**config.mk**
```make
export PLATFORM = sky130hd
export DESIGN_NAME = drive_safety_monitor_config
export DESIGN_NICKNAME = d
export VERILOG_FILES = /design/src/safety_mon_pkg.sv /design/src/drive_safety_monitor_config.sv
export SDC_FILE = /design/constraint.sdc
export NUM_CORES = 2
export LEC_CHECK = 0
export ABC_AREA = 1
export BUFFER_PORTS_ARGS = -buffer_cell sky130_fd_sc_hd__buf_2
export CORE_UTILIZATION = 35
export CTS_BUF_LIST = sky130_fd_sc_hd__clkbuf_8
export CTS_CLUSTER_SIZE = 24
export DETAILED_ROUTE_END_ITERATION = 6
export MAX_ROUTING_LAYER = met4
export SETUP_SLACK_MARGIN = 0.1
export SLEW_MARGIN = 20
export SYNTH_ARGS = -nofsm -noshare
export SYNTH_HDL_FRONTEND = slang
export SYNTH_SLANG_ARGS = --single-unit
export TNS_END_PERCENT = 50
```
**constraint.sdc**
```tcl
create_clock -name clk_i -period 14.18 [get_ports clk_i]
set_clock_uncertainty 0.15 [all_clocks]
set_input_delay 1.418 -clock clk_i [delete_from_list [all_inputs] [get_ports clk_i]]
set_output_delay 1.418 -clock clk_i [all_outputs]
set_load 0.02 [all_outputs]
```
**src/safety_mon_pkg.sv**
```systemverilog
// Constants, register map and types of the drive safety monitor
// How it works
// Auto-restart bit chooses whether restart waits for acknowledge after startup or network loss.
// With auto-restart, go operational alone: torque-off and brake released.
// Position-lag monitor, on after reset, can be switched off by software.
// Speed-error monitor, on by default, checks only while enabled.
// Frozen set-position check, off by default.
// Immediate reaction: torque-off and brake together at fail-safe entry.
// Delayed reaction: controlled-stop torque-off first, full torque-off after delay.
// Controlled-stop to torque-off delay is a microsecond count, reset zero.
// Brake delay in microseconds, reset zero, gates brake in delayed reaction.
// Maximum speed limit register, reset zero, trips monitor when exceeded.
// Four limited-speed thresholds, reset zero, each checked when selected.
// Limits must be ordered; otherwise fail safe at the startup transition.
// Standstill holds only while speed stays within speed tolerance.
// Standstill movement checked against one position tolerance, reset zero.
// Encoder lag and speed errors each have their own tolerance.
// Any enabled violation enters fail safe and applies the chosen reaction.
package safety_mon_pkg;
  localparam int unsigned CLK_NS   = 10;
  localparam int unsigned US_NS    = 1000;
  localparam int unsigned US_CYC   = US_NS / CLK_NS;
  localparam int unsigned DIV_W    = 7;
  localparam int unsigned ALIVE_US = 1000;
  localparam int unsigned ALIVE_W  = 10;
  localparam int unsigned CW       = 5;
  localparam int unsigned NCAUSE   = 7;

  localparam logic [7:0] A_CTRL    = 8'h00;
  localparam logic [7:0] A_STO_DLY = 8'h04;
  localparam logic [7:0] A_BRK_DLY = 8'h08;
  localparam logic [7:0] A_MAX     = 8'h0c;
  localparam logic [7:0] A_SLS1    = 8'h10;
  localparam logic [7:0] A_SOS_SPD = 8'h20;
  localparam logic [7:0] A_POS_TOL = 8'h24;
  localparam logic [7:0] A_ENC_POS = 8'h28;
  localparam logic [7:0] A_ENC_SPD = 8'h2c;
  localparam logic [7:0] A_CEIL    = 8'h30;
  localparam logic [7:0] A_STAT    = 8'h34;

  localparam int unsigned B_AUTO  = 0;
  localparam int unsigned B_POS   = 1;
  localparam int unsigned B_SPD   = 2;
  localparam int unsigned B_ALIVE = 3;
  localparam int unsigned B_DLYD  = 4;
  localparam logic [CW-1:0] CTRL_RST = 5'h06;
  localparam logic [31:0]   LIM_RST  = 32'h0;
  localparam logic [31:0]   CEIL_RST = 32'hffffffff;

  localparam int unsigned C_POS   = 0;
  localparam int unsigned C_SPD   = 1;
  localparam int unsigned C_ALIVE = 2;
  localparam int unsigned C_MAX   = 3;
  localparam int unsigned C_SLS   = 4;
  localparam int unsigned C_SOS   = 5;
  localparam int unsigned C_ORDER = 6;
  localparam int unsigned S_CAUSE = 8;

  typedef enum logic [1:0] {INHIBIT, OPER, STOP1, FAIL} mode_e;

  typedef struct packed {
    logic        cyc;
    logic        stb;
    logic        we;
    logic [7:0]  adr;
    logic [3:0]  sel;
    logic [31:0] dat;
  } wb_req_s;

  typedef struct packed {
    logic        ack;
    logic [31:0] dat;
  } wb_rsp_s;

  typedef struct packed {
    mode_e             mode;
    logic [CW-1:0]     ctrl;
    logic [31:0]       sto_dly;
    logic [31:0]       brk_dly;
    logic [31:0]       max_spd;
    logic [3:0][31:0]  safely_limited_speed;
    logic [31:0]       sos_spd;
    logic [31:0]       pos_tol;
    logic [31:0]       enc_pos;
    logic [31:0]       enc_spd;
    logic [31:0]       ceil;
    logic [NCAUSE-1:0] cause;
    logic [2:0]        net_s;
    logic [2:0]        ack_s;
    logic              net_f;
    logic              ack_f;
    logic              ack_prev;
    logic [DIV_W-1:0]  div;
    logic [31:0]       sto_cnt;
    logic [31:0]       brk_cnt;
    logic [31:0]       set_prev;
    logic [ALIVE_W-1:0] alive_cnt;
    logic [31:0]       sos_ref;
    logic              sos_prev;
    logic              safe_torque_off;
    logic              stop1;
    logic              brake;
    logic              op;
    logic              wb_ack;
    logic [31:0]       wb_dat;
  } st_s;
endpackage : safety_mon_pkg
```
**src/drive_safety_monitor_config.sv**
```systemverilog
// Safety monitor of one drive axis with a classic Wishbone register slave
//
// Implementation choices: register access over Wishbone and the address map.
`timescale 1ns/10ps
`default_nettype none
module drive_safety_monitor_config
  import safety_mon_pkg::*;
(
  input  wire logic        clk_i,
  input  wire logic        rst_i,
  input  wire wb_req_s     wb_i,
  output wb_rsp_s          wb_o,
  input  wire logic        net_ok_i,
  input  wire logic        restart_ack_i,
  input  wire logic [31:0] speed_abs_i,
  input  wire logic [31:0] lag_abs_i,
  input  wire logic [31:0] speed_err_abs_i,
  input  wire logic [31:0] set_pos_i,
  input  wire logic [31:0] act_pos_i,
  input  wire logic [3:0]  sls_active_i,
  input  wire logic        sos_active_i,
  output logic             safe_torque_off_o,
  output logic             controlled_stop_torque_off_o,
  output logic             safe_brake_control_o,
  output logic             operational_o,
  output logic             fail_safe_o
);

  function automatic logic [31:0] wmask(input logic [31:0] old, input logic [31:0] nw,
                                        input logic [3:0] sel);
    logic [31:0] r;
    r = old;
    for (int b = 0; b < 4; b++) begin
      if (sel[b]) r[8*b +: 8] = nw[8*b +: 8];
    end
    return r;
  endfunction : wmask

  function automatic logic [31:0] absdiff(input logic [31:0] a, input logic [31:0] b);
    return (a > b) ? a - b : b - a;
  endfunction : absdiff

  st_s q;
  st_s n;
  logic [3:0]        sls_over;
  logic [3:0]        sls_bad;
  logic              order_bad;
  logic              tick;
  logic              frozen;
  logic              dlyd;
  logic              taken;
  logic [31:0]       drift;
  logic [NCAUSE-1:0] v;

  genvar k;
  generate
    for (k = 0; k < 4; k++) begin : g_sls
      assign sls_over[k] = sls_active_i[k] && (speed_abs_i > q.safely_limited_speed[k]);
      if (k == 3) begin : g_low
        assign sls_bad[k] = q.sos_spd > q.safely_limited_speed[k];
      end else begin : g_mid
        assign sls_bad[k] = q.safely_limited_speed[k+1] > q.safely_limited_speed[k];
      end
    end
  endgenerate

  // Bad ordering is only acted on at the leave-inhibit step, so software can
  // rewrite limits in any order while the axis is held
  assign order_bad = (|sls_bad) || (q.safely_limited_speed[0] > q.max_spd) || (q.max_spd > q.ceil);
  assign tick      = (q.div == DIV_W'(US_CYC - 1));
  assign frozen    = (q.alive_cnt == ALIVE_W'(ALIVE_US));
  assign dlyd      = q.ctrl[B_DLYD];
  assign taken     = wb_i.cyc && wb_i.stb && !q.wb_ack;
  assign drift     = absdiff(act_pos_i, q.sos_ref);

  always_comb begin
    v          = '0;
    v[C_POS]   = q.ctrl[B_POS] && (lag_abs_i > q.enc_pos);
    v[C_SPD]   = q.ctrl[B_SPD] && (speed_err_abs_i > q.enc_spd);
    v[C_ALIVE] = q.ctrl[B_ALIVE] && frozen;
    v[C_MAX]   = speed_abs_i > q.max_spd;
    v[C_SLS]   = |sls_over;
    v[C_SOS]   = sos_active_i && q.sos_prev &&
                 ((speed_abs_i > q.sos_spd) || (drift > q.pos_tol));
  end

  always_comb begin
    n          = q;
    n.net_s    = {q.net_s[1:0], net_ok_i};
    n.ack_s    = {q.ack_s[1:0], restart_ack_i};
    if (q.net_s[1] == q.net_s[2]) n.net_f = q.net_s[2];
    if (q.ack_s[1] == q.ack_s[2]) n.ack_f = q.ack_s[2];
    n.ack_prev = q.ack_f;
    n.div      = tick ? '0 : q.div + 1'b1;
    n.sos_prev = sos_active_i;
    if (sos_active_i && !q.sos_prev) n.sos_ref = act_pos_i;
    // Alive check only counts while operational, so a held axis never trips it
    n.set_prev = set_pos_i;
    if (q.mode != OPER || set_pos_i != q.set_prev) begin
      n.alive_cnt = '0;
    end else if (tick && !frozen) begin
      n.alive_cnt = q.alive_cnt + 1'b1;
    end
    if (q.mode == STOP1 && tick) n.sto_cnt = q.sto_cnt + 1'b1;
    if ((q.mode == STOP1 || q.mode == FAIL) && tick && q.brk_cnt < q.brk_dly) begin
      n.brk_cnt = q.brk_cnt + 1'b1;
    end

    unique case (q.mode)
      INHIBIT: begin
        if (q.net_f && (q.ctrl[B_AUTO] || (q.ack_f && !q.ack_prev))) begin
          if (order_bad) begin
            n.cause[C_ORDER] = 1'b1;
            n.mode           = FAIL;
          end else begin
            n.mode = OPER;
          end
        end
      end
      OPER: begin
        if (|v) begin
          n.cause   = q.cause | v;
          n.div     = '0;
          n.sto_cnt = '0;
          n.brk_cnt = '0;
          n.mode    = dlyd ? STOP1 : FAIL;
        end else if (!q.net_f) begin
          n.mode = INHIBIT;
        end
      end
      STOP1: begin
        if (q.sto_cnt >= q.sto_dly) n.mode = FAIL;
      end
      FAIL: begin
        n.mode = FAIL;
      end
    endcase

    n.safe_torque_off   = (n.mode == INHIBIT) || (n.mode == FAIL);
    n.stop1 = (n.mode == STOP1) || (n.mode == FAIL);
    n.op    = (n.mode == OPER);
    unique case (n.mode)
      INHIBIT: n.brake = 1'b1;
      OPER:    n.brake = 1'b0;
      STOP1:   n.brake = dlyd && (n.brk_cnt >= q.brk_dly);
      FAIL:    n.brake = !dlyd || (n.brk_cnt >= q.brk_dly);
    endcase

    n.wb_ack = taken;
    if (taken) begin
      n.wb_dat = '0;
      unique case (wb_i.adr)
        A_CTRL:    n.wb_dat = 32'(q.ctrl);
        A_STO_DLY: n.wb_dat = q.sto_dly;
        A_BRK_DLY: n.wb_dat = q.brk_dly;
        A_MAX:     n.wb_dat = q.max_spd;
        A_SOS_SPD: n.wb_dat = q.sos_spd;
        A_POS_TOL: n.wb_dat = q.pos_tol;
        A_ENC_POS: n.wb_dat = q.enc_pos;
        A_ENC_SPD: n.wb_dat = q.enc_spd;
        A_CEIL:    n.wb_dat = q.ceil;
        A_STAT: begin
          n.wb_dat[S_CAUSE +: NCAUSE] = q.cause;
          n.wb_dat[4:0] = {q.net_f, q.mode == INHIBIT, q.stop1, q.mode == FAIL, q.op};
        end
        default: begin
          for (int i = 0; i < 4; i++) begin
            if (wb_i.adr == A_SLS1 + 8'(4 * i)) n.wb_dat = q.safely_limited_speed[i];
          end
        end
      endcase
      if (wb_i.we) begin
        unique case (wb_i.adr)
          A_CTRL:    n.ctrl    = CW'(wmask(32'(q.ctrl), wb_i.dat, wb_i.sel));
          A_STO_DLY: n.sto_dly = wmask(q.sto_dly, wb_i.dat, wb_i.sel);
          A_BRK_DLY: n.brk_dly = wmask(q.brk_dly, wb_i.dat, wb_i.sel);
          A_MAX:     n.max_spd = wmask(q.max_spd, wb_i.dat, wb_i.sel);
          A_SOS_SPD: n.sos_spd = wmask(q.sos_spd, wb_i.dat, wb_i.sel);
          A_POS_TOL: n.pos_tol = wmask(q.pos_tol, wb_i.dat, wb_i.sel);
          A_ENC_POS: n.enc_pos = wmask(q.enc_pos, wb_i.dat, wb_i.sel);
          A_ENC_SPD: n.enc_spd = wmask(q.enc_spd, wb_i.dat, wb_i.sel);
          A_CEIL:    n.ceil    = wmask(q.ceil, wb_i.dat, wb_i.sel);
          default: begin
            for (int i = 0; i < 4; i++) begin
              if (wb_i.adr == A_SLS1 + 8'(4 * i)) begin
                n.safely_limited_speed[i] = wmask(q.safely_limited_speed[i], wb_i.dat, wb_i.sel);
              end
            end
          end
        endcase
      end
    end
  end

  always_ff @(posedge clk_i) begin
    if (rst_i) begin
      q         <= '0;
      q.mode    <= INHIBIT;
      q.ctrl    <= CTRL_RST;
      q.sto_dly <= LIM_RST;
      q.brk_dly <= LIM_RST;
      q.max_spd <= LIM_RST;
      q.safely_limited_speed     <= '0;
      q.ceil    <= CEIL_RST;
      q.safe_torque_off     <= 1'b1;
      q.brake   <= 1'b1;
    end else begin
      q <= n;
    end
  end

  assign wb_o.ack                     = q.wb_ack;
  assign wb_o.dat                     = q.wb_dat;
  assign safe_torque_off_o            = q.safe_torque_off;
  assign controlled_stop_torque_off_o = q.stop1;
  assign safe_brake_control_o         = q.brake;
  assign operational_o                = q.op;
  assign fail_safe_o                  = (q.mode == FAIL) || (q.mode == STOP1);
endmodule : drive_safety_monitor_config
`default_nettype wire

```
* Yosys cells after proc, flatten, opt, wreduce, memory -nomap -nowiden
Index checks and enable logic that the tools add are counted.
** Word-level totals
- Flip-flop bits (word level) :: 590
- Input port bits :: 216
- Output and inout port bits :: 38
- Word-level logic and storage cells :: 245
** Cells by class
- Add/sub/neg operators :: 6
- Order comparisons :: 19
- Equal/unequal tests :: 28
- Multiplexer cells :: 26
- Bitwise operators :: 2
- Reductions and logical operators :: 94
** Operator list (count)
- 32-bit greater-than comparator :: 16
- 32-bit two-way mux :: 7
- 17-bit case mux with 9 select lines :: 1
- 71-bit two-way mux :: 2
- 4-bit AND reduction :: 34
- 5-bit AND reduction :: 16
- 7-bit case mux with 10 select lines :: 1
- 32-bit by 1-bit adder with 32-bit output (second input constant) :: 2
- 32-bit >= comparator :: 2
- 32-bit subtractor :: 2
- 5-bit case mux with 10 select lines :: 1
- 8-bit by 6-bit == test with 1-bit output (second input constant) :: 6
- 8-bit by 5-bit == test with 1-bit output (second input constant) :: 4
- 32-bit less-than comparator :: 1
- 32-bit inequality test :: 1
- 3-bit case mux with 9 select lines :: 1
- 1-bit logical AND :: 19
- 9-bit OR reduction :: 2
- 8-bit by 4-bit == test with 1-bit output (second input constant) :: 2
- 7-bit two-way mux :: 2
- 10-bit by 1-bit adder with 10-bit output (second input constant) :: 1
- 10-bit == test (second input constant) :: 1
- 2-bit two-way mux :: 5
- 1-bit logical OR :: 9
- other kinds (21) :: 37

* Depth between registers and ports, before layout
- Depth in word-level cells :: 11
- Mapped depth :: 49
- Mapped depth without buffers :: 46

* Worst setup path before layout
Ideal clock, no wire load.
- Path kind :: input to register
- From :: input act_pos_i[0]
- To :: register q, in the netlist safe_brake_control_o
- Setup time :: 122 ps
- Arrival :: 6043 ps
- Required time :: 13908 ps
- Path slack :: 7865 ps
- Stages :: 42
- Buffers on the path :: 2
- Cell sequence :: inv_1 ha_1 inv_1 fa_1 nand2_1 nand2_1 a21oi_2 o21ai_2 nand2_1 nand2_1 nand2_1 o2111ai_1 nand2_2 buf_2 nand2_1 nand2_1 inv_1 ha_1 [6 not listed] nand2_1 nand2_1 nand2_1 nand3_1 nand2_2 inv_2 buf_2 nor2_1 ha_1 a21oi_1 nor2_1 a211oi_1 a21oi_1 o21a_1 o21ai_0 nand2_1 a21oi_1 o21ai_0
** RTL lines
- start: declaration :: line drive_safety_monitor_config.sv:19 : input wire logic [31:0] act_pos_i,
- end signal: assignment :: line drive_safety_monitor_config.sv:208 : q <= n;
- end: declaration :: line drive_safety_monitor_config.sv:43 : st_s q;

==> flow_metrics.env <==
export IMPL_cts_setup_buffers=0
export IMPL_tightest_slew_ps=1227
export IMPL_syn_area_mm2=0.04291
export IMPL_portBuffers=253
export IMPL_cts_buffers=112
export IMPL_finalMaxSlewViolations=0
export IMPL_postSynthAreaPerCell_um2=7.047
export IMPL_fp_dieH_um=352.1
export IMPL_grt_max_degree=265
export IMPL_grt_setup_unrepaired="false"
export IMPL_critPathLaunch="act_pos_i[6]"
export IMPL_ys_flop_type="dfxtp_1"
export IMPL_gr_usage_all_layers_pct=26.04
export IMPL_syn_to_final_growth_pct=11.38
export IMPL_ys_warnings_count=0
export IMPL_drc=0
export IMPL_arrival_ps=8210
export IMPL_maxCapViolations=0
export IMPL_status="complete, no violations"
export IMPL_fin_area_mm2=0.04779
export IMPL_slew_headroom_pct=18.19
export IMPL_finalSetupViolCount=0
export IMPL_hold_violations=0
export IMPL_grt_pass1_wl_um=241900
export IMPL_fin_ws_ps=6519
export IMPL_synth_cells=6089
export IMPL_fp_coreArea_mm2=0.1217
export IMPL_crit_path_frequent_cell="nand2_1"
export IMPL_rows=128
export IMPL_drt_iter0_drc=3633
export IMPL_critical_path_max_stage_delay_ps=580
export IMPL_period_needed_ps=7661
export IMPL_powerDensity_mw_per_mm2=89.09
export IMPL_cts_tree="done"
export IMPL_fin_nets=7115
export IMPL_cts_resized_gates=0
export IMPL_p_leak_uw=0.02165
export IMPL_cts_buffer_depth=3
export IMPL_grt_pass1_vias=39580
export IMPL_io_pins=254
export IMPL_endpoint_kind="flip-flop"
export IMPL_criticalPathCategory="in -> reg"
export IMPL_die_area_mm2=0.1240
export IMPL_ys_ff_latch=590
export IMPL_avgRoutedWirePerCell_um=20.25
export IMPL_htree_num_levels=3
export IMPL_antenna_found_initial=22
export IMPL_hp_class="reg -> reg"
export IMPL_die_w_um=352.1
export IMPL_gp_congestion=0.9624
export IMPL_cts_sinks=590
export IMPL_drt_pass1_iter_count=6
export IMPL_placed_cell_area_mm2=0.04522
export IMPL_wirelength_um=161600
export IMPL_hold_start="n[190]"
export IMPL_dp_hpwl_um=128500
export IMPL_clk_pin_slew_ps=60
export IMPL_crit_fanout=57
export IMPL_setup_tns_final_ps=0
export IMPL_grt_overflow_total=0
export IMPL_ys_seq_area_share_pct=27.53
export IMPL_async_reset_ff_share_pct=0
export IMPL_hold_buffers=0
export IMPL_period_share_pct=54.03
export IMPL_place_ws_ps=5786
export IMPL_regArea_mm2=0.01181
export IMPL_fmax_mhz=130.5
export IMPL_crit_path_start_kind="input port"
export IMPL_required_ps=14730
export IMPL_clock_latency_ps=840
export IMPL_ys_types=59
export IMPL_r2r_start="q[44]"
export IMPL_drive_above_1_share_pct=8.230
export IMPL_syn_nets=6954
export IMPL_multiInputGateArea_mm2=0.02634
export IMPL_irDropWorstVdd_mv=0.08115
export IMPL_crit_path_top_delay_cell="inv_2"
export IMPL_vias_per_cell=5.288
export IMPL_fillers=12960
export IMPL_clock_root_buffer="clkbuf_8"
export IMPL_start_util_pct=35.25
export IMPL_vias=42200
export IMPL_ant_nets=0
export IMPL_synth_edf_count=0
==> power by group <==
part           total, uW  switching [uW]  internal, uW
registers           1700            14.8          1680
clock network       1910             835          1080
logic                647             435           213
total               4260            1280          2970
==> worst max-delay path, delay by kind of cell <==
family	cells	cell delay [ps]
buf+inv	6	1470
fa+ha+maj	3	1070
simple gates	20	2500
compound gates	10	1670
==> layer usage <==
layer | GRT usage (%) | part of all wire (%)
met5 | - | 0
met4 | 8.948 | 3.7
met3 | 4.362 | 7.0
met2 | 41.05 | 45
met1 | 33.53 | 44
==> final cells by class <==
type | instances | area share (%)
well taps | 1625 | 4.255
repair buffers | 273 | 3.021
flip-flops and latches | 590 | 24.72
diodes | 11 | 0.05760
inverters | 955 | 7.517
multi-input cells | 4318 | 55.11
clock inverters | 52 | 0.8562
clock buffers | 155 | 4.464
==> registers in the layout (all words and copies together) (netlist names) <==
name,flops
controlled_stop_torque_off_o,1
dlyd,1
n,5
operational_o,1
q,547
safe_brake_control_o,1
safe_torque_off_o,1
wb_o,33
==> through the flow <==
stage	hold WS (ps)	power [uW]	cells	util (%)
4_1_cts	292.2	4289	7968	39.24
2_1_floorplan	238.3	2150	6089	-
3_3_place_gp	280.0	2362	7760	37.13
5_1_grt	307.9	4448	7977	39.26
3_5_place_dp	273.0	2370	7761	37.15
6_report	284.5	4257	7979	39.26
==> worst paths after layout <==
kind	to	slack (ps)	cells after the start
worst max-delay path	safe_brake_control_o	6520	39
worst min-delay path	n[191]	280	2
worst max register to register	safe_brake_control_o	6960	37
worst min register to register	n[191]	280	2
==> cell families (layout without fill, tap and decap cells) <==
logic type      after synthesis  in the layout  share of synthesized area (%)
simple gates               1841           1841                          18.31
compound gates             1717           1717                          21.79
xor+xnor                    111            111                          2.266
other cells                   0             11                              0
buf+inv                    1181           1435                          11.14
fa+ha+maj                   649            649                          18.96
flops                       590            590                          27.53
==> placed cells by master (no fill, tap or decap), drive strengths merged, types with 2 or more instances in the layout <==
master	count
nor3	115
a21oi	807
a21boi	6
inv	978
clkinvlp	4
a41oi	5
nor3b	11
diode	11
ha	647
nor2	451
fa	2
o221a	2
buf	273
or2	9
nor4	36
clkinv	19
a21o	7
xnor2	17
o21ai	611
o21a	26
clkbuf	155
nand4	79
o2111ai	18
a221oi	37
o21bai	8
a41o	2
xor2	94
a31oi	18
o22ai	75
o211ai	58
nand3	124
a211oi	12
nand2	1011
and2	2
o221ai	20
dfxtp	590
bufinv	6
==> cell usage after synthesis (3+ instances only) <==
| master | count | area share, % |
|---|---|---|
| a21boi_0 | 6 | 0.10 |
| nand2_2 | 8 | 0.12 |
| o221ai_1 | 20 | 0.41 |
| a221oi_1 | 37 | 0.76 |
| o21ai_0 | 607 | 7.1 |
| o21bai_1 | 8 | 0.14 |
| nand3_2 | 6 | 0.14 |
| clkinv_1 | 5 | 0.044 |
| nor3b_2 | 3 | 0.087 |
| o21a_1 | 26 | 0.45 |
| buf_4 | 46 | 0.80 |
| nor3_1 | 108 | 1.3 |
| clkbuf_1 | 112 | 0.98 |
| nand3_1 | 108 | 1.3 |
| o2111ai_1 | 18 | 0.37 |
| a21oi_1 | 806 | 9.4 |
| inv_2 | 7 | 0.061 |
| xnor2_1 | 17 | 0.35 |
| buf_6 | 15 | 0.39 |
| o211ai_1 | 58 | 1.0 |
| xor2_1 | 94 | 1.9 |
| inv_1 | 943 | 8.2 |
| nand4_1 | 79 | 1.2 |
| o22ai_1 | 75 | 1.1 |
| nor2_2 | 5 | 0.073 |
| a211oi_1 | 12 | 0.21 |
| nor2_1 | 444 | 3.9 |
| nor3b_1 | 8 | 0.14 |
| nand3_4 | 10 | 0.41 |
| nor4_1 | 35 | 0.51 |
| nor3_2 | 6 | 0.14 |
| o21ai_1 | 3 | 0.035 |
| buf_1 | 3 | 0.026 |
| a31oi_1 | 18 | 0.26 |
| or2_2 | 9 | 0.13 |
| ha_1 | 647 | 19 |
| buf_2 | 50 | 0.58 |
| nand2_1 | 1002 | 8.8 |
| a21o_1 | 7 | 0.12 |
| dfxtp_1 | 590 | 28 |
| a41oi_1 | 5 | 0.10 |
(Power assumes the default switching activity.)
